--- config.mk ---
export PLATFORM = sky130hd
export DESIGN_NAME = vsw_config_regs
export DESIGN_NICKNAME = d
export VERILOG_FILES = /design/src/vsw_config_regs.v /design/src/vsw_i2c_slave.v
export VERILOG_INCLUDE_DIRS = /design/src
export SDC_FILE = /design/constraint.sdc
export NUM_CORES = 1
export LEC_CHECK = 0
export BUFFER_PORTS_ARGS = -buffer_cell sky130_fd_sc_hd__buf_2
export CORE_MARGIN = 2
export CORE_UTILIZATION = 40
export DETAILED_ROUTE_END_ITERATION = 8
export PLACE_DENSITY_LB_ADDON = 0.05
export SLEW_MARGIN = 20
export SYNTH_ARGS = -nofsm -noshare
export SYNTH_HDL_FRONTEND = slang
export SYNTH_SLANG_ARGS = --single-unit
--- constraint.sdc ---
create_clock -name mclk -period 3.41 [get_ports mclk]
set_clock_uncertainty 0.15 [all_clocks]
set_input_delay 0.8525 -clock mclk [delete_from_list [all_inputs] [get_ports mclk]]
set_output_delay 0.8525 -clock mclk [all_outputs]
set_load 0.02 [all_outputs]
--- src/vsw_consts.vh ---
// Constants for the video switch configuration register bank
// What this block does
// - Every register readable and writable over serial port
// - Address low three bits from strap pins
// - Serial access disables pin-strap control until reset
// - Fast path enable bit six: standby or on
// - Fast path source select codes pick A-D
// - Side switch enable bit six: off or on
// - Side switch source select codes pick A-D
// - Input termination bit zero, reset one
// - Per-channel termination pulse field, sixteen bits
// - Sixteen-bit equalization select, resets zero
// - Pulse bit: termination off 100 ms on switch
// - Equalization bit: 6 dB or 12 dB
// - Pre-emphasis code selects 0/2/4/6 dB
// - Current level bit: 10 or 20 mA
`ifndef VSW_CONSTS_VH
`define VSW_CONSTS_VH
`define VSW_ADDR_FAST_MODES 8'h00
`define VSW_ADDR_SIDE_MODES 8'h01
`define VSW_ADDR_RX_SET 8'h10
`define VSW_ADDR_PULSE_LO 8'h11
`define VSW_ADDR_PULSE_HI 8'h12
`define VSW_ADDR_EQ_LO 8'h13
`define VSW_ADDR_EQ_HI 8'h14
`define VSW_ADDR_TX_SET 8'h20
`define VSW_RST_FAST_MODES 8'h40
`define VSW_RST_SIDE_MODES 8'h40
`define VSW_RST_RX_SET 8'h01
`define VSW_RST_PULSE 8'h00
`define VSW_RST_EQ 8'h00
`define VSW_RST_TX_SET 8'h03
`define VSW_MASK_MODES 8'h43
`define VSW_MASK_RX_SET 8'h01
`define VSW_MASK_TX_SET 8'h0F
`define VSW_BIT_ENABLE 6
`define VSW_SLAVE_ADDR_HI 4'h9
`define VSW_CLK_MHZ 125
`define VSW_PULSE_MS 100
`define VSW_PULSE_CYCLES (`VSW_PULSE_MS * 1000 * `VSW_CLK_MHZ)
`endif

--- src/vsw_config_regs.v ---
// Configuration register bank of the four-input video link switch
`timescale 1ns/1ps
`default_nettype none
`include "vsw_consts.vh"
module vsw_config_regs #(
	parameter PULSE_CYCLES = `VSW_PULSE_CYCLES
) (
	// Clock and reset
	input wire mclk,
	input wire rst_n,
	// Serial port pins
	input wire scl_in,
	input wire sda_in,
	output wire sda_out,
	output wire sda_oe,
	// Address straps
	input wire slave_addr_strap_2,
	input wire slave_addr_strap_1,
	input wire slave_addr_strap_0,
	// Pin-strap control inputs
	input wire strap_enable,
	input wire [1:0] strap_source,
	input wire strap_eq,
	input wire [1:0] strap_preemphasis,
	input wire strap_out_term,
	input wire strap_current,
	// Configuration outputs
	output reg fast_path_enable,
	output reg [1:0] fast_path_source_select,
	output reg side_switch_enable,
	output reg [1:0] side_switch_source_select,
	output reg input_termination_on,
	output reg [15:0] channel_termination_on,
	output reg [15:0] equalization_level_select,
	output reg [1:0] output_preemphasis_level,
	output reg output_termination_on,
	output reg output_current_level,
	output reg serial_mode
);
	// Synchronisers for pins
	reg [2:0] scl_s_q, sda_s_q, strap_a_q, strap_b_q, strap_c_q;
	reg scl_hi_q, sda_hi_q;
	always @(posedge mclk or negedge rst_n) begin
		if (!rst_n) begin
			scl_s_q <= 3'h7;
			sda_s_q <= 3'h7;
			strap_a_q <= 3'h0;
			strap_b_q <= 3'h0;
			strap_c_q <= 3'h0;
			scl_hi_q <= 1'b1;
			sda_hi_q <= 1'b1;
		end else begin
			scl_s_q <= {scl_s_q[1:0], scl_in};
			sda_s_q <= {sda_s_q[1:0], sda_in};
			strap_a_q <= {slave_addr_strap_2, slave_addr_strap_1, slave_addr_strap_0};
			strap_b_q <= strap_a_q;
			strap_c_q <= strap_b_q;
			if (scl_s_q[1] == scl_s_q[2])
				scl_hi_q <= scl_s_q[2];
			if (sda_s_q[1] == sda_s_q[2])
				sda_hi_q <= sda_s_q[2];
		end
	end
	wire scl_now = (scl_s_q[1] == scl_s_q[2]) ? scl_s_q[2] : scl_hi_q;
	wire sda_now = (sda_s_q[1] == sda_s_q[2]) ? sda_s_q[2] : sda_hi_q;
	// Strap change counts once second and third stages agree
	reg [2:0] strap_q;
	always @(posedge mclk or negedge rst_n) begin
		if (!rst_n)
			strap_q <= 3'h0;
		else if (strap_b_q == strap_c_q)
			strap_q <= strap_c_q;
	end

	wire [7:0] reg_addr, wr_data;
	wire wr_stb, access;
	reg [7:0] rd_data;
	vsw_i2c_slave u_slave (
		.mclk(mclk),
		.rst_n(rst_n),
		.scl_hi(scl_now),
		.scl_rise(scl_now & ~scl_hi_q),
		.scl_fall(~scl_now & scl_hi_q),
		.sda_hi(sda_now),
		.sda_oe(sda_oe),
		.addr_strap(strap_q),
		.reg_addr_q(reg_addr),
		.wr_data_q(wr_data),
		.wr_stb_q(wr_stb),
		.rd_data(rd_data),
		.access_q(access)
	);
	assign sda_out = 1'b0;

	// Serial registers
	reg [7:0] fast_q, side_q, rx_q, plo_q, phi_q, eqlo_q, eqhi_q, tx_q;
	always @(posedge mclk or negedge rst_n) begin
		if (!rst_n) begin
			fast_q <= `VSW_RST_FAST_MODES;
			side_q <= `VSW_RST_SIDE_MODES;
			rx_q <= `VSW_RST_RX_SET;
			plo_q <= `VSW_RST_PULSE;
			phi_q <= `VSW_RST_PULSE;
			eqlo_q <= `VSW_RST_EQ;
			eqhi_q <= `VSW_RST_EQ;
			tx_q <= `VSW_RST_TX_SET;
		end else if (wr_stb) begin
			case (reg_addr)
			`VSW_ADDR_FAST_MODES: fast_q <= wr_data & `VSW_MASK_MODES;
			`VSW_ADDR_SIDE_MODES: side_q <= wr_data & `VSW_MASK_MODES;
			`VSW_ADDR_RX_SET: rx_q <= wr_data & `VSW_MASK_RX_SET;
			`VSW_ADDR_PULSE_LO: plo_q <= wr_data;
			`VSW_ADDR_PULSE_HI: phi_q <= wr_data;
			`VSW_ADDR_EQ_LO: eqlo_q <= wr_data;
			`VSW_ADDR_EQ_HI: eqhi_q <= wr_data;
			`VSW_ADDR_TX_SET: tx_q <= wr_data & `VSW_MASK_TX_SET;
			default: begin
			end
			endcase
		end
	end
	always @* begin
		case (reg_addr)
		`VSW_ADDR_FAST_MODES: rd_data = fast_q;
		`VSW_ADDR_SIDE_MODES: rd_data = side_q;
		`VSW_ADDR_RX_SET: rd_data = rx_q;
		`VSW_ADDR_PULSE_LO: rd_data = plo_q;
		`VSW_ADDR_PULSE_HI: rd_data = phi_q;
		`VSW_ADDR_EQ_LO: rd_data = eqlo_q;
		`VSW_ADDR_EQ_HI: rd_data = eqhi_q;
		`VSW_ADDR_TX_SET: rd_data = tx_q;
		default: rd_data = 8'h00;
		endcase
	end

	// Effective settings: serial after first access, else pin straps
	reg [1:0] src_eff;
	always @* begin
		if (access)
			src_eff = fast_q[1:0];
		else
			src_eff = strap_source;
	end
	reg [1:0] src_prev_q;
	reg [31:0] pulse_cnt_q;
	wire pulse_run = (pulse_cnt_q != 32'h0);
	always @(posedge mclk or negedge rst_n) begin
		if (!rst_n) begin
			src_prev_q <= 2'h0;
			pulse_cnt_q <= 32'h0;
		end else begin
			src_prev_q <= src_eff;
			if (src_prev_q != src_eff)
				pulse_cnt_q <= PULSE_CYCLES;
			else if (pulse_run)
				pulse_cnt_q <= pulse_cnt_q - 32'h1;
		end
	end
	wire [15:0] pulse_sel = {phi_q, plo_q};
	genvar i;
	generate
		for (i = 0; i < 16; i = i + 1) begin : g_term
			always @(posedge mclk or negedge rst_n) begin
				if (!rst_n)
					channel_termination_on[i] <= 1'b1;
				else
					channel_termination_on[i] <= input_termination_on & ~(pulse_run & pulse_sel[i]);
			end
		end
	endgenerate

	always @(posedge mclk or negedge rst_n) begin
		if (!rst_n) begin
			fast_path_enable <= 1'b0;
			fast_path_source_select <= 2'h0;
			side_switch_enable <= 1'b1;
			side_switch_source_select <= 2'h0;
			input_termination_on <= 1'b1;
			equalization_level_select <= 16'h0000;
			output_preemphasis_level <= 2'h0;
			output_termination_on <= 1'b0;
			output_current_level <= 1'b0;
			serial_mode <= 1'b0;
		end else begin
			serial_mode <= access;
			if (access) begin
				fast_path_enable <= fast_q[`VSW_BIT_ENABLE];
				fast_path_source_select <= fast_q[1:0];
				side_switch_enable <= side_q[`VSW_BIT_ENABLE];
				side_switch_source_select <= side_q[1:0];
				input_termination_on <= rx_q[0];
				equalization_level_select <= {eqhi_q, eqlo_q};
				output_preemphasis_level <= tx_q[3:2];
				output_termination_on <= tx_q[1];
				output_current_level <= tx_q[0];
			end else begin
				fast_path_enable <= strap_enable;
				fast_path_source_select <= strap_source;
				side_switch_enable <= 1'b1;
				side_switch_source_select <= strap_source;
				input_termination_on <= 1'b1;
				equalization_level_select <= {16{strap_eq}};
				output_preemphasis_level <= strap_preemphasis;
				output_termination_on <= strap_out_term;
				output_current_level <= strap_current;
			end
		end
	end
endmodule // vsw_config_regs
`default_nettype wire

--- src/vsw_i2c_slave.v ---
// Two-wire serial slave byte engine with register address pointer
`timescale 1ns/1ps
`default_nettype none
`include "vsw_consts.vh"
module vsw_i2c_slave (
	// Clock and reset
	input wire mclk,
	input wire rst_n,
	// Serial pins, already synchronised
	input wire scl_hi,
	input wire scl_rise,
	input wire scl_fall,
	input wire sda_hi,
	output reg sda_oe,
	// Strap bits
	input wire [2:0] addr_strap,
	// Register access
	output reg [7:0] reg_addr_q,
	output reg [7:0] wr_data_q,
	output reg wr_stb_q,
	input wire [7:0] rd_data,
	output reg access_q
);
	localparam ST_IDLE = 6'h01, ST_ADDR = 6'h02, ST_ACK = 6'h04, ST_RX = 6'h08, ST_TX = 6'h10,
		ST_MACK = 6'h20;
	reg [5:0] st_q;
	reg [7:0] sh_q;
	reg [3:0] cnt_q;
	reg rw_q;
	reg ptr_q;
	reg sda_d1_q;
	wire start = scl_hi & sda_d1_q & ~sda_hi;
	wire stop = scl_hi & ~sda_d1_q & sda_hi;
	always @(posedge mclk or negedge rst_n) begin
		if (!rst_n) begin
			st_q <= ST_IDLE;
			sh_q <= 8'h00;
			cnt_q <= 4'h0;
			rw_q <= 1'b0;
			ptr_q <= 1'b0;
			sda_d1_q <= 1'b1;
			sda_oe <= 1'b0;
			reg_addr_q <= 8'h00;
			wr_data_q <= 8'h00;
			wr_stb_q <= 1'b0;
			access_q <= 1'b0;
		end else begin
			sda_d1_q <= sda_hi;
			wr_stb_q <= 1'b0;
			if (start) begin
				st_q <= ST_ADDR;
				cnt_q <= 4'h0;
				sda_oe <= 1'b0;
			end else if (stop) begin
				st_q <= ST_IDLE;
				sda_oe <= 1'b0;
			end else begin
				case (st_q)
				ST_IDLE: begin
				end
				ST_ADDR, ST_RX: begin
					if (scl_rise) begin
						sh_q <= {sh_q[6:0], sda_hi};
						cnt_q <= cnt_q + 4'h1;
					end
					if (scl_fall && cnt_q == 4'h8) begin
						cnt_q <= 4'h0;
						if (st_q == ST_ADDR) begin
							if (sh_q[7:1] == {`VSW_SLAVE_ADDR_HI, addr_strap}) begin
								rw_q <= sh_q[0];
								ptr_q <= ~sh_q[0];
								access_q <= 1'b1;
								sda_oe <= 1'b1;
								st_q <= ST_ACK;
							end else begin
								st_q <= ST_IDLE;
							end
						end else begin
							if (ptr_q) begin
								reg_addr_q <= sh_q;
								ptr_q <= 1'b0;
							end else begin
								wr_data_q <= sh_q;
								wr_stb_q <= 1'b1;
							end
							sda_oe <= 1'b1;
							st_q <= ST_ACK;
						end
					end
				end
				ST_ACK: begin
					if (scl_fall) begin
						cnt_q <= 4'h0;
						if (rw_q) begin
							sh_q <= rd_data;
							sda_oe <= ~rd_data[7];
							st_q <= ST_TX;
						end else begin
							sda_oe <= 1'b0;
							st_q <= ST_RX;
						end
					end
				end
				ST_TX: begin
					if (scl_fall) begin
						cnt_q <= cnt_q + 4'h1;
						if (cnt_q == 4'h7) begin
							sda_oe <= 1'b0;
							st_q <= ST_MACK;
						end else begin
							sda_oe <= ~sh_q[6];
							sh_q <= {sh_q[6:0], 1'b0};
						end
					end
				end
				ST_MACK: begin
					if (scl_rise) begin
						st_q <= sda_hi ? ST_IDLE : ST_ACK;
						rw_q <= 1'b1;
					end
				end
				default: st_q <= ST_IDLE;
				endcase
			end
		end
	end
endmodule // vsw_i2c_slave
`default_nettype wire
==> results.md, run 1 <==
Route:
- For this block, the routed nets add up to 18430 um of wire.
- The detailed-router iteration count before antenna repair is 5.
- The detail route stage leaves a number of antenna-violating nets equal to 0.
- The per-cell routed wire length is around 18 um.
- After the first detailed-routing iteration, the DRC count stood at 400.
- In the routed layout, each cell is associated on average with a via count of approximately 5.3.
- The post-detailed-route DRC marker count is 0.
- The routed layout has about 5500 vias.

Clock tree:
- Clock-pin slew was measured on the worst setup and hold paths at ~70 ps.
- The later-pin clock latency in the skew report is between 400 and 500 ps.
- The number of gates given a new drive strength after cts is 0.
- The clock buffer count from CTS is 17.
- TritonCTS built the clock tree.
- The cell sitting at the root of the clock tree is a sky130_fd_sc_hd__clkbuf_16.
- After clock tree synthesis, the setup repair step added 0 buffers.
- The H-tree was split into 4 levels.
- The clock sink count is ~180.
- No sink is reached through more buffers than the 2 on the longest clock path.
- The number of hold buffers added after CTS is 0.

Logic synthesis:
- The total nets after synthesis is approximately 710.
- The number of flops mapped to enable cells by yosys is 0.
- The number of instances in the synthesized netlist is around 690.
- The leading register cell type out of synthesis is sky130_fd_sc_hd__dfrtp_1.
- The combined area of all synthesized cells is between 8000 and 9000 um^2.
- The share of the Yosys chip area taken by registers is 56.00%.
- The number of warnings issued by yosys is 0.
- For this run, asynchronously set or reset flops after synthesis account for 100.0%.
- After synthesis, the mean cell area works out to around 12 um^2.
- The netlist uses 71 different library cells.
- After synthesis the netlist holds a flip-flop and latch count of ~180.

Pwr:
- The peak supply drop is between 0.0003 and 0.0004 V.
- Total power for the finished layout comes to roughly 4.6 mW.
- Dividing total power by cell area gives a power density of approximately 500 nW/um^2.
- The reported leakage power is 3.990 nW.

Critical path:
- The setup slack of the most critical reg-to-reg path is between 600 and 700 ps.
- The signal arrival time at the worst endpoint is approximately 2900 ps.
- The delay of the slowest cell on the worst path is about 540 ps.
- Counting both buffers and inverters, the worst setup path holds a total of 0.
- Data on the critical path is required at its endpoint by roughly 3600 ps.
- The critical path starts at scl_hi_q.
- The slowest stage of the critical path belongs to the cell sky130_fd_sc_hd__dfstp_2.
- The worst register-to-register path ends at u_slave.wr_data_q[2].
- The worst setup path is launched from a flip-flop.
- The signal on the critical path passes through or3b_1 > or3_1 > nor3_4 > mux2_2.
- In this run the worst setup path terminates at u_slave.wr_data_q[2].
- The worst setup path is of the flip-flop to flip-flop kind.
- The critical path endpoint category is a flip-flop.
- The critical path runs through a total of 4 cells.
- Among cell families on the critical path, the largest total delay comes from simple AND/OR/NAND/NOR gates.
- The worst-case reg-to-reg path depth is 4.
- The maximum fanout encountered on the critical timing path is 9.
- The startpoint of the lowest-slack register-to-register path is scl_hi_q.

Die:
- Measured along the y axis, the die boundary spans ~150 um.
- The floorplan die width is between 100 and 150 um.
- The initialized floorplan defines just over 50 standard-cell rows.
- Once the floorplan was initialized, standard cells occupied between 40% and 50% of the core.
- The full die area is about 21000 um^2.
- The placeable core area is 19590 um^2.
- The total I/O pin count is 61.

STA:
- The final sum of negative setup slack is 0 ps.
- Final hold analysis gives a worst-case slack of 83.73 ps.
- Setup repair after global routing left no endpoint under its margin.
- The tightest slew margin relative to the limit is 45.83%.
- Based on the critical path, the design can be clocked at up to roughly 370 MHz.
- After layout, the minimum clock period comes to between 2000 and 3000 ps.
- The total count of hold-check failures in the final report is 0.
- In the finished design, the share of the clock period the worst path needs comes to 79.81%.
- For the pin with the worst max-slew slack, the measured transition is between 800 and 900 ps.
- The count of pins over their slew limit is 0.
- The worst setup margin is ~700 ps.
- The total setup violations reported at the end of the flow is 0.

Global routing:
- In the global route stage, overall resource usage came out at a little under a fifth.
- The wire length of the first global-routing pass is 30910 um.
- Entering global routing, the biggest net connects 94 pins.
- The number of global-route vias before repair came to 5593.
- After global routing the overflow that remains totals 0.
- The number of antenna violations at the first check in global routing is 0.

Status:
- The run finished with clean final reports.

Final layout:
- The final antenna diode count is 0.
- The area growth from synthesis to layout is 15.15%.
- The net count reported at finish is 772.
- The fraction of layout cells with a size suffix above 1 is between 20% and 30%.
- Cells fill a little under half of the core in the end.

Min path:
- The class of the worst hold path is input port to async pin.

Placement:
- Prior to clock tree synthesis, the placed netlist has a worst setup slack of around 520 ps.
- The number of buffers inserted by port buffering is 59.
- The HPWL after detailed placement is around 13000 um.
- Routability-driven placement finished with a final weighted congestion of 0.9008.

Run:
- The tool flagged a number of max-cap violations equal to 0.
==> worst min path at each step <==
stage	to	slack, ps	cells after the start
finish	pulse_cnt_q[6]	80	1
global route	pulse_cnt_q[17]	70	1
CTS	pulse_cnt_q[6]	70	1
detailed placement	strap_b_q[1]	190	0
global placement	strap_b_q[1]	190	0
floorplan	strap_b_q[0]	180	0
==> layer usage <==
metal  vias to the layer above  wire, um  global-route usage [%]
met1                      2768      8966                   26.57
met2                       113      8596                   28.63
li1                       2618         -                       -
met4                         0       180                   4.510
met5                         -         0                       0
met3                        16       689                   3.824
==> through the flow <==
step	cell area, um^2	cells
floorplan	8025	692
global placement	8642	999
detailed placement	8642	999
CTS	9241	1031
global route	9241	1031
finish	9241	1031
==> cells in the final DEF (no fill, tap or decap), types with 10 or more instances in the layout <==
master and count:
sky130_fd_sc_hd__dfrtp_1 146, sky130_fd_sc_hd__nand2_1 76, sky130_fd_sc_hd__mux2_2 73, sky130_fd_sc_hd__buf_2 58
sky130_fd_sc_hd__nor2_1 44, sky130_fd_sc_hd__dfstp_2 32, sky130_fd_sc_hd__xnor2_1 22, sky130_fd_sc_hd__o21ai_0 22
sky130_fd_sc_hd__clkbuf_16 17, sky130_fd_sc_hd__a21boi_0 16, sky130_fd_sc_hd__nand3_1 16, sky130_fd_sc_hd__or3_1 15
sky130_fd_sc_hd__inv_1 14, sky130_fd_sc_hd__a21oi_1 13, sky130_fd_sc_hd__nor4_1 12, sky130_fd_sc_hd__nor3_1 12
sky130_fd_sc_hd__nand2b_1 10
==> Yosys cell counts (13+ instances only) <==
| cell | n | area share, % |
|---|---|---|
| sky130_fd_sc_hd__dfrtp_1 | 146 | 46 |
| sky130_fd_sc_hd__nand2_1 | 76 | 3.6 |
| sky130_fd_sc_hd__mux2_2 | 73 | 10 |
| sky130_fd_sc_hd__nor2_1 | 44 | 2.1 |
| sky130_fd_sc_hd__dfstp_2 | 32 | 10 |
| sky130_fd_sc_hd__clkbuf_1 | 22 | 1.0 |
| sky130_fd_sc_hd__o21ai_0 | 22 | 1.4 |
| sky130_fd_sc_hd__xnor2_1 | 22 | 2.4 |
| sky130_fd_sc_hd__a21boi_0 | 16 | 1.5 |
| sky130_fd_sc_hd__nand3_1 | 16 | 1.0 |
| sky130_fd_sc_hd__or3_1 | 15 | 1.2 |
| sky130_fd_sc_hd__inv_1 | 14 | 0.65 |
| sky130_fd_sc_hd__a21oi_1 | 13 | 0.81 |
==> report_power, final <==
part	total, mW	leakage (nW)	switching [mW]	internal, mW
registers	2.26	2.22	0.0667	2.19
clock network	1.99	0.287	0.889	1.11
logic	0.382	1.48	0.241	0.140
==> sequential cells by signal, summed over array words and instances, names as in the netlist, 3 cells and up <==
name and count:
u_slave.reg_addr_q 8, side_q 3, u_slave.sh_q 8, strap_a_q 3, equalization_level_select 16, strap_b_q 3, u_slave.cnt_q 4, tx_q 4
u_slave.st_q 6, plo_q 8, sda_s_q 3, channel_termination_on 16, eqhi_q 8, strap_c_q 3, phi_q 8, eqlo_q 8
u_slave.wr_data_q 8, pulse_cnt_q 32, fast_q 3, strap_q 3, scl_s_q 3
==> cells by family (layout without fill, tap and decap cells) <==
logic type | count (synthesis) | count (layout) | share of synthesized area, %
AOI/OAI and AO/OA | 113 | 113 | 10.21
xor gates and xnor gates | 29 | 29 | 3.165
adders and majority gates | 5 | 5 | 0.7484
buffers and inverters | 42 | 116 | 2.198
DFF | 178 | 178 | 56.00
muxes | 83 | 83 | 11.65
other | 1 | 1 | 0.04673
and+or+nand+nor | 241 | 241 | 15.98
==> final cells by class <==
class,count,area (um^2)
inverters,14,52.55
flip-flops and latches,178,4494
clock inverters,15,173.9
well taps,265,331.6
fillers,1812,10350
clock buffers,17,425.4
repair buffers,70,409.1
multi-input cells,472,3354
No activity file was read; power rests on OpenSTA's default activity.
==> run 2: changes to the inputs <==
- ABC_AREA: unset -> 1
- clock period: 3.41 -> 2.7 ns (I/O delays scaled with it)
==> run 2 against run 1 <==
- critical path depth increased by 4
- routed wire length increased by 16%
- maximum frequency increased by 19%
- synthesized area increased by 3.6%
- worst hold slack improved by 1.8 ps
- core utilization about the same
- register-to-register slack got worse by 280 ps
- count of clock-buffer cells in the layout increased by 2
- largest cell class unchanged
- largest power group unchanged
==> results.md, run 2 <==
Final layout:
- The number of flip-flops in the largest register was 32 (unchanged).
- The fraction of layout cells with a size suffix above 1 is 16.85% (-12 points).
- The total area of multi-input combinational cells is 3381 um^2 (+0.78%).
- The library cell used most frequently in the layout, excluding fill and tap cells, is sky130_fd_sc_hd__nand2_1.
- The area taken by flip-flops and latches is 4494 um^2 (unchanged).
- The net count reported at finish is 1086 (+41%).
- The largest registers in the layout are pulse_cnt_q: 32 flops, channel_termination_on: 16 flops, equalization_level_select: 16 flops.
- The number of fill cells came to 2001 (+10%).
- The final antenna diode count was 0 (unchanged).
- The layout overhead on the synthesized area came to 15.22% (about the same).
- In the layout the commonest cells are sky130_fd_sc_hd__nand2_1 (271), sky130_fd_sc_hd__nor2_1 (146), sky130_fd_sc_hd__dfrtp_1 (146).
- The register with the highest flop count is pulse_cnt_q.

Route:
- The detailed-router iteration count before antenna repair is 5 (unchanged).
- The number of DRC markers after the initial detailed-route iteration was 420 (+5.0%).
- The final routed wirelength across all metal layers was 21390 um (+16%).
- The total vias in the final route is 6542 (+19%).
- The post-detailed-route DRC marker count was 0 (unchanged).
- The residual antenna-violating net count after detailed routing came to 0 (unchanged).
- The routed via count divided by cell count is 4.846 (-9.4%).
- The per-cell routed wire length was 15.84 um (-11%).

Logic synthesis:
- The fraction of post-synthesis cell area in the top cell type by area came to 43.93% (-1.6 points).
- Yosys instantiated no cell more often than sky130_fd_sc_hd__nand2_1.
- The cell type with the largest total area after synthesis is sky130_fd_sc_hd__dfrtp_1.
- The total nets after synthesis is 1016 (+43%).
- The combined area of all synthesized cells is 8317 um^2 (+3.6%).
- The share of synthesized registers carrying an async set or reset is 100.0% (unchanged).
- The proportion of synthesized chip area in sequential cells is 54.04% (-2.0 points).
- The number of flops mapped to enable cells by yosys came to 0 (unchanged).
- The number of instances in the synthesized netlist is 997 (+44%).
- The unique cell type count in the Yosys netlist is 47 (-34%).
- The post-synthesis average cell area was 8.342 um^2 (-28%).
- After synthesis, the cell types taking the most area are sky130_fd_sc_hd__dfrtp_1 (44%), sky130_fd_sc_hd__nand2_1 (12%), sky130_fd_sc_hd__dfstp_2 (10%), sky130_fd_sc_hd__nor2_1 (6.6%), sky130_fd_sc_hd__o21ai_0 (5.3%).
- By count the netlist is led by sky130_fd_sc_hd__nand2_1 (271), sky130_fd_sc_hd__dfrtp_1 (146), sky130_fd_sc_hd__nor2_1 (146), sky130_fd_sc_hd__o21ai_0 (88), sky130_fd_sc_hd__inv_1 (84).
- The number of warnings issued by yosys came to 0 (unchanged).
- The leading register cell type out of synthesis is sky130_fd_sc_hd__dfrtp_1.
- The number of synthesized register bits was 178 (unchanged).

STA:
- The fraction of the cycle the final worst path needs is 84.97% (+5.2 points).
- The tightest slew margin relative to the limit is 59.91% (+14 points).
- The total count of hold-check failures in the final report is 0 (unchanged).
- The highest clock frequency the design can meet is 435.9 MHz (+19%).
- The count of pins over their slew limit is 0 (unchanged).
- The final sum of negative setup slack is 0 ps (unchanged).
- The total setup violations reported at the end of the flow came to 0 (unchanged).
- The slew at the pin closest to its max-slew limit is 601.3 ps (-203.8 ps).
- The shortest period the worst path allows is 2294 ps (-427.6 ps).
- Setup repair after global routing left no endpoint under its margin.

Pwr:
- The reported leakage power is 4.352 nW (+9.1%).
- The peak supply drop was 0.0004294 V (+37%).
- The overall power is 6.587 mW (+42%).
- The areal power density over the cells is 687.4 nW/um^2 (+37%).

Placement:
- The weighted congestion at the end of routability-driven global placement is 0.9100 (+1.0%).
- The number of buffers inserted by port buffering came to 59 (unchanged).
- The HPWL after detailed placement is 15920 um (+22%).

Critical path:
- The setup slack of the most critical reg-to-reg path is 410 ps (-280 ps).
- The critical path ends at pulse_cnt_q[1].
- In this run the critical register-to-register path is captured at pulse_cnt_q[1].
- The type of the worst setup path is flip-flop to flip-flop.
- The worst-case reg-to-reg path depth was 8 (+4).
- The critical path endpoint category is a flip-flop.
- The startpoint kind of the worst setup timing path is a flip-flop.
- In this run the worst setup path begins at u_slave.access_q.
- The signal arrival time at the worst endpoint is 2460 ps (-420 ps).
- The critical path data required time was 2870 ps (-700 ps).
- The startpoint of the lowest-slack register-to-register path is u_slave.access_q.
- The maximum fanout encountered on the critical timing path is 15 (+6).

Status:
- The run finished with clean final reports.

Die:
- The placeable core area is 20300 um^2 (+3.6%).
- The full die area is 21960 um^2 (+3.5%).
- The floorplan die width is 148.2 um (+1.8%).
- The initial cell density of the core is 40.97% (about the same).
- The height of the die came to 148.2 um (+1.8%).
- The cell row count is 52 (+2.0%).
- The total I/O pin count is 61 (unchanged).

Clock tree:
- The number of setup buffers added after CTS came to 0 (unchanged).
- The number of buffers between clock root and the deepest sink is 2 (unchanged).
- The number of gates given a new drive strength after cts is 0 (unchanged).
- TritonCTS built the clock tree.
- The later-pin clock latency in the skew report is 430 ps (about the same).
- The H-tree level count came to 4 (unchanged).
- The cell chosen for the clock root is sky130_fd_sc_hd__clkbuf_16.
- The clock-pin slew of the registers on the worst-case setup and hold paths is 70 ps (about the same).
- The clock buffer count from CTS is 17 (unchanged).
- The number of hold buffers added after CTS is 0 (unchanged).
- The clock sink count was 178 (unchanged).

Min path:
- The path class of the tightest hold or removal check is input port to async pin.

Run:
- The number of max-cap violations is 0 (unchanged).

Global routing:
- The number of global-route vias before repair is 6410 (+15%).
- The number of antenna violations at the first check in global routing is 0 (unchanged).
- The total global-route track usage is 20.66% (+2.2 points).
- The wire length of the first global-routing pass was 35120 um (+14%).
- The remaining global-route overflow is 0 (unchanged).
- The maximum number of pins on one net before global-route repair is 66 (-30%).
==> run 2: cell count changes in the layout (fill, tap and decap cells not counted), moves of 15 or more <==
cell                       change
sky130_fd_sc_hd__a21boi_0     -16
sky130_fd_sc_hd__a21oi_1      +17
sky130_fd_sc_hd__inv_1        +70
sky130_fd_sc_hd__mux2_2       -71
sky130_fd_sc_hd__nand2_1     +195
sky130_fd_sc_hd__nand3_1      +34
sky130_fd_sc_hd__nor2_1      +102
sky130_fd_sc_hd__o21ai_0      +66
sky130_fd_sc_hd__or3_1        -15
==> run 2: metal layers <==
metal / global-route usage [%] / share of wire (%)
met5: 0 / 0
met4: 6.619 / 2.3
met3: 3.436 / 3.3
met2: 32.73 / 47
met1: 29.11 / 48
==> run 2: final cells by class <==
type	instances	area share [%]
clock buffer	19	4.622
inverter	92	3.630
clock inverter	13	1.697
timing repair buffer	69	4.348
sequential	178	46.90
tap	270	3.525
multi-input combinational	709	35.28
==> run 2: worst min path at each step <==
stage | start | endpoint | slack, ps | cells after the start
2_1_floorplan | strap_a_q[0] | strap_b_q[0] | 180 | 0
3_5_place_dp | strap_a_q[1] | strap_b_q[1] | 190 | 0
4_1_cts | rst_n | tx_q[3] | 100 | 1
6_report | rst_n | tx_q[3] | 90 | 1
5_1_grt | rst_n | output_termination_on | 120 | 1
3_3_place_gp | strap_a_q[1] | strap_b_q[1] | 180 | 0
==> run 2: power breakdown <==
part | leakage [nW] | switching [mW] | internal (mW) | total (mW)
clock | 0.295 | 1.14 | 1.43 | 2.57
combinational | 1.85 | 0.604 | 0.329 | 0.932
sequential | 2.20 | 0.226 | 2.86 | 3.09
total | 4.35 | 1.97 | 4.62 | 6.59
==> run 2: worst max-delay path: stages (launching register included) <==
cell	delay (ps)
sky130_fd_sc_hd__dfrtp_1	730
sky130_fd_sc_hd__inv_2	90
sky130_fd_sc_hd__nand2_1	100
sky130_fd_sc_hd__nand2_1	80
sky130_fd_sc_hd__xnor2_1	130
sky130_fd_sc_hd__nand2_1	260
sky130_fd_sc_hd__clkinv_1	350
sky130_fd_sc_hd__nand2_1	190
sky130_fd_sc_hd__o22ai_1	90
==> run 2: logic make-up after synthesis <==
| family | synth area share (%) |
|---|---|
| buffers and inverters | 5.311 |
| and+or+nand+nor | 28.30 |
| AOI/OAI and AO/OA | 8.801 |
| muxes | 0.2708 |
| other | 0.04509 |
| adders and majority gates | 0.6018 |
| xor gates and xnor gates | 2.633 |
| DFF | 54.04 |
==> run 2: stage by stage <==
step                      setup slack (ps)  cell area, um^2  util [%]  std cells  hold slack, ps
after floorplan                      910.1             8317         -        997           181.2
after global placement               417.1             8977     44.22       1318           182.2
after detailed placement             379.7             8977     44.22       1318           187.2
after CTS                            360.7             9583     47.21       1350           99.82
after global routing                 188.6             9583     47.21       1350           124.8
final                                405.9             9583     47.21       1350           85.55
==> run 3: changes to the inputs <==
- clock period: 2.7 -> 2.3 ns (I/O delays scaled with it)
==> run 3 against run 2 <==
- clock power grew 11%
- sequential cell count is the same
- critical path depth increased by 2
==> results.md, run 3 (synthesis results as in run 2) <==
Status:
- The run finished with clean final reports.

Final layout:
- The layout overhead on the synthesized area is 15.90%.
- The net count reported at finish is 1099 (+1.2%).
- The total area of multi-input combinational cells was 3381 um^2 (unchanged).
- The fraction of layout cells with a size suffix above 1 was 17.66% (+0.81 points).
- The area taken by flip-flops and latches was 4494 um^2 (unchanged).
- Leaving out fill and tap cells, the most frequent cell in the layout is sky130_fd_sc_hd__nand2_1.
- The number of fill cells is 2016 (+0.75%).
- The register with the most flip-flops in the final layout is pulse_cnt_q.
- The final antenna diode count is 0 (unchanged).
- In the final layout, the registers with the most flip-flops are pulse_cnt_q: 32 flops, channel_termination_on: 16 flops, equalization_level_select: 16 flops.
- The number of flip-flops in the largest register is 32 (unchanged).
- The final cell count without fillers is 1363 (+0.96%).
- The top cell types in the final layout, fill and taps aside, are sky130_fd_sc_hd__nand2_1 (271), sky130_fd_sc_hd__nor2_1 (146), sky130_fd_sc_hd__dfrtp_1 (146).

Die:
- The placeable core area is 20300 um^2 (unchanged).
- The cell row count is 52 (unchanged).
- The total I/O pin count is 61 (unchanged).
- The full die area is 21960 um^2 (unchanged).
- The height of the die came to 148.2 um (unchanged).
- The initial cell density of the core was 40.97% (unchanged).
- The floorplan die width came to 148.2 um (unchanged).

Pwr:
- The overall power was 7.579 mW (+15%).
- The reported leakage power came to 4.388 nW (+0.83%).
- The areal power density over the cells is 786.3 nW/um^2 (+14%).
- The peak supply drop is 0.0006432 V (+50%).

STA:
- The count of pins over their slew limit came to 0 (unchanged).
- The highest clock frequency the design can meet is 508.3 MHz (+17%).
- The final sum of negative setup slack is 0 ps (unchanged).
- Setup repair after global routing left no endpoint under its margin.
- The slew at the pin closest to its max-slew limit is 520.9 ps (-80.40 ps).
- The total setup violations reported at the end of the flow is 0 (unchanged).
- The fraction of the cycle the final worst path needs came to 85.53% (+0.57 points).
- The shortest period the worst path allows was 1967 ps (-326.8 ps).
- The worst setup margin is 332.7 ps (-73.18 ps).
- The tightest slew margin relative to the limit is 64.91% (+5.0 points).
- The total count of hold-check failures in the final report is 0 (unchanged).

Route:
- The residual antenna-violating net count after detailed routing is 0 (unchanged).
- The post-detailed-route DRC marker count was 0 (unchanged).
- The per-cell routed wire length was 15.43 um (-2.6%).
- The routed via count divided by cell count is 4.821 (-0.51%).
- The detailed-router iteration count before antenna repair is 5 (unchanged).
- The number of DRC markers after the initial detailed-route iteration is 395 (-6.0%).
- The final routed wirelength across all metal layers is 21030 um (-1.7%).
- The total vias in the final route is 6571 (+0.44%).

Critical path:
- The signal arrival time at the worst endpoint is 2140 ps (-320 ps).
- By startpoint and endpoint, the worst setup path is classified as flip-flop to flip-flop.
- The critical path data required time was 2470 ps (-400 ps).
- The maximum fanout encountered on the critical timing path was 13 (-2).
- The worst setup path is captured at a flip-flop.
- The setup slack of the most critical reg-to-reg path came to 330 ps (-70 ps).
- The worst setup path is launched from a flip-flop.

Clock tree:
- The clock buffer count from CTS came to 17 (unchanged).
- The later-pin clock latency in the skew report came to 440 ps (about the same).
- TritonCTS built the clock tree.
- The H-tree level count came to 4 (unchanged).
- The clock-pin slew of the registers on the worst-case setup and hold paths is 70 ps (about the same).
- The number of buffers between clock root and the deepest sink is 2 (unchanged).
- The cell chosen for the clock root is sky130_fd_sc_hd__clkbuf_16.
- The number of setup buffers added after CTS came to 0 (unchanged).
- The clock sink count is 178 (unchanged).

Global routing:
- The number of antenna violations at the first check in global routing came to 0 (unchanged).
- In this run the most used layer during global routing was met2.
- The total global-route track usage is 20.45% (-0.21 points).
- The remaining global-route overflow came to 0 (unchanged).
- The met2 capacity usage during global routing is 33.31% (+0.58 points).
- The number of global-route vias before repair was 6554 (+2.2%).
- The wire length of the first global-routing pass is 34830 um (-0.83%).
- The met1 usage was 28.37% (-0.74 points).
- The maximum number of pins on one net before global-route repair came to 61 (-7.6%).
- The global routing usage on met3 came to 3.497% (+0.061 points).

Run:
- The number of max-cap violations is 0 (unchanged).

Placement:
- The HPWL after detailed placement is 15610 um (-2.0%).
- The cell total after placement came to 1330 (+0.91%).
- The worst slack at placement came to 158.5 ps (-221.2 ps).
- The number of buffers inserted by port buffering came to 59 (unchanged).
- The weighted congestion at the end of routability-driven global placement came to 0.9435 (+3.7%).

Min path:
- The worst hold path belongs to the class input port to flip-flop.
==> run 3: final cells by class <==
class,instances,share of cell area (%)
clock buffers,20,4.751
clock inverters,12,1.207
inverters,92,3.609
multi-input cells,709,35.07
flip-flops and latches,178,46.63
well taps,270,3.505
repair buffers,82,5.231
==> run 3: timing repair <==
action	CTS	global route
hold buffers	1	0
setup endpoints to repair	0	0
resized for setup	0	0
endpoints found under the hold margin	28	0
==> run 3: critical path: stages, from the launching register on <==
cell and delay (ps):
sky130_fd_sc_hd__dfrtp_1 430, sky130_fd_sc_hd__nor2_4 220, sky130_fd_sc_hd__nand3_4 200, sky130_fd_sc_hd__nand2_4 150, sky130_fd_sc_hd__inv_4 50, sky130_fd_sc_hd__nand2_4 70, sky130_fd_sc_hd__nand2_2 60, sky130_fd_sc_hd__nor2_4 270
sky130_fd_sc_hd__nand2_1 80, sky130_fd_sc_hd__nor2_1 100, sky130_fd_sc_hd__nor2_1 40
==> run 3: worst paths after layout <==
kind,from,to,depth (start not counted)
setup reg to reg,u_slave.st_q[5],u_slave.sh_q[4],10
hold reg to reg,strap_a_q[1],strap_b_q[1],0
setup / recovery,u_slave.st_q[5],u_slave.sh_q[4],10
min in group asynchronous,rst_n,equalization_level_select[8],2
hold / removal,sda_in,sda_s_q[0],1
max in group asynchronous,rst_n,channel_termination_on[6],3
==> run 3: metrics by stage <==
step	util (%)	hold slack [ps]	area (um^2)
after floorplan	-	129.4	8317
after global placement	44.61	184.2	9055
after detailed placement	44.61	186.3	9055
after CTS	47.49	71.34	9639
after global routing	47.49	60.35	9639
final	47.49	83.03	9639
==> run 3: report_power, final <==
part | internal, mW | switching, mW
Clock | 1.49 | 1.36
Sequential | 3.36 | 0.273
Combinational | 0.394 | 0.707
Total | 5.24 | 2.34
==> run 3: routing by layer <==
layer | up-vias | routed length [um]
li1 | 3341 | -
met1 | 3064 | 10120
met2 | 138 | 9851
met3 | 28 | 703
met4 | 0 | 356
met5 | - | 0
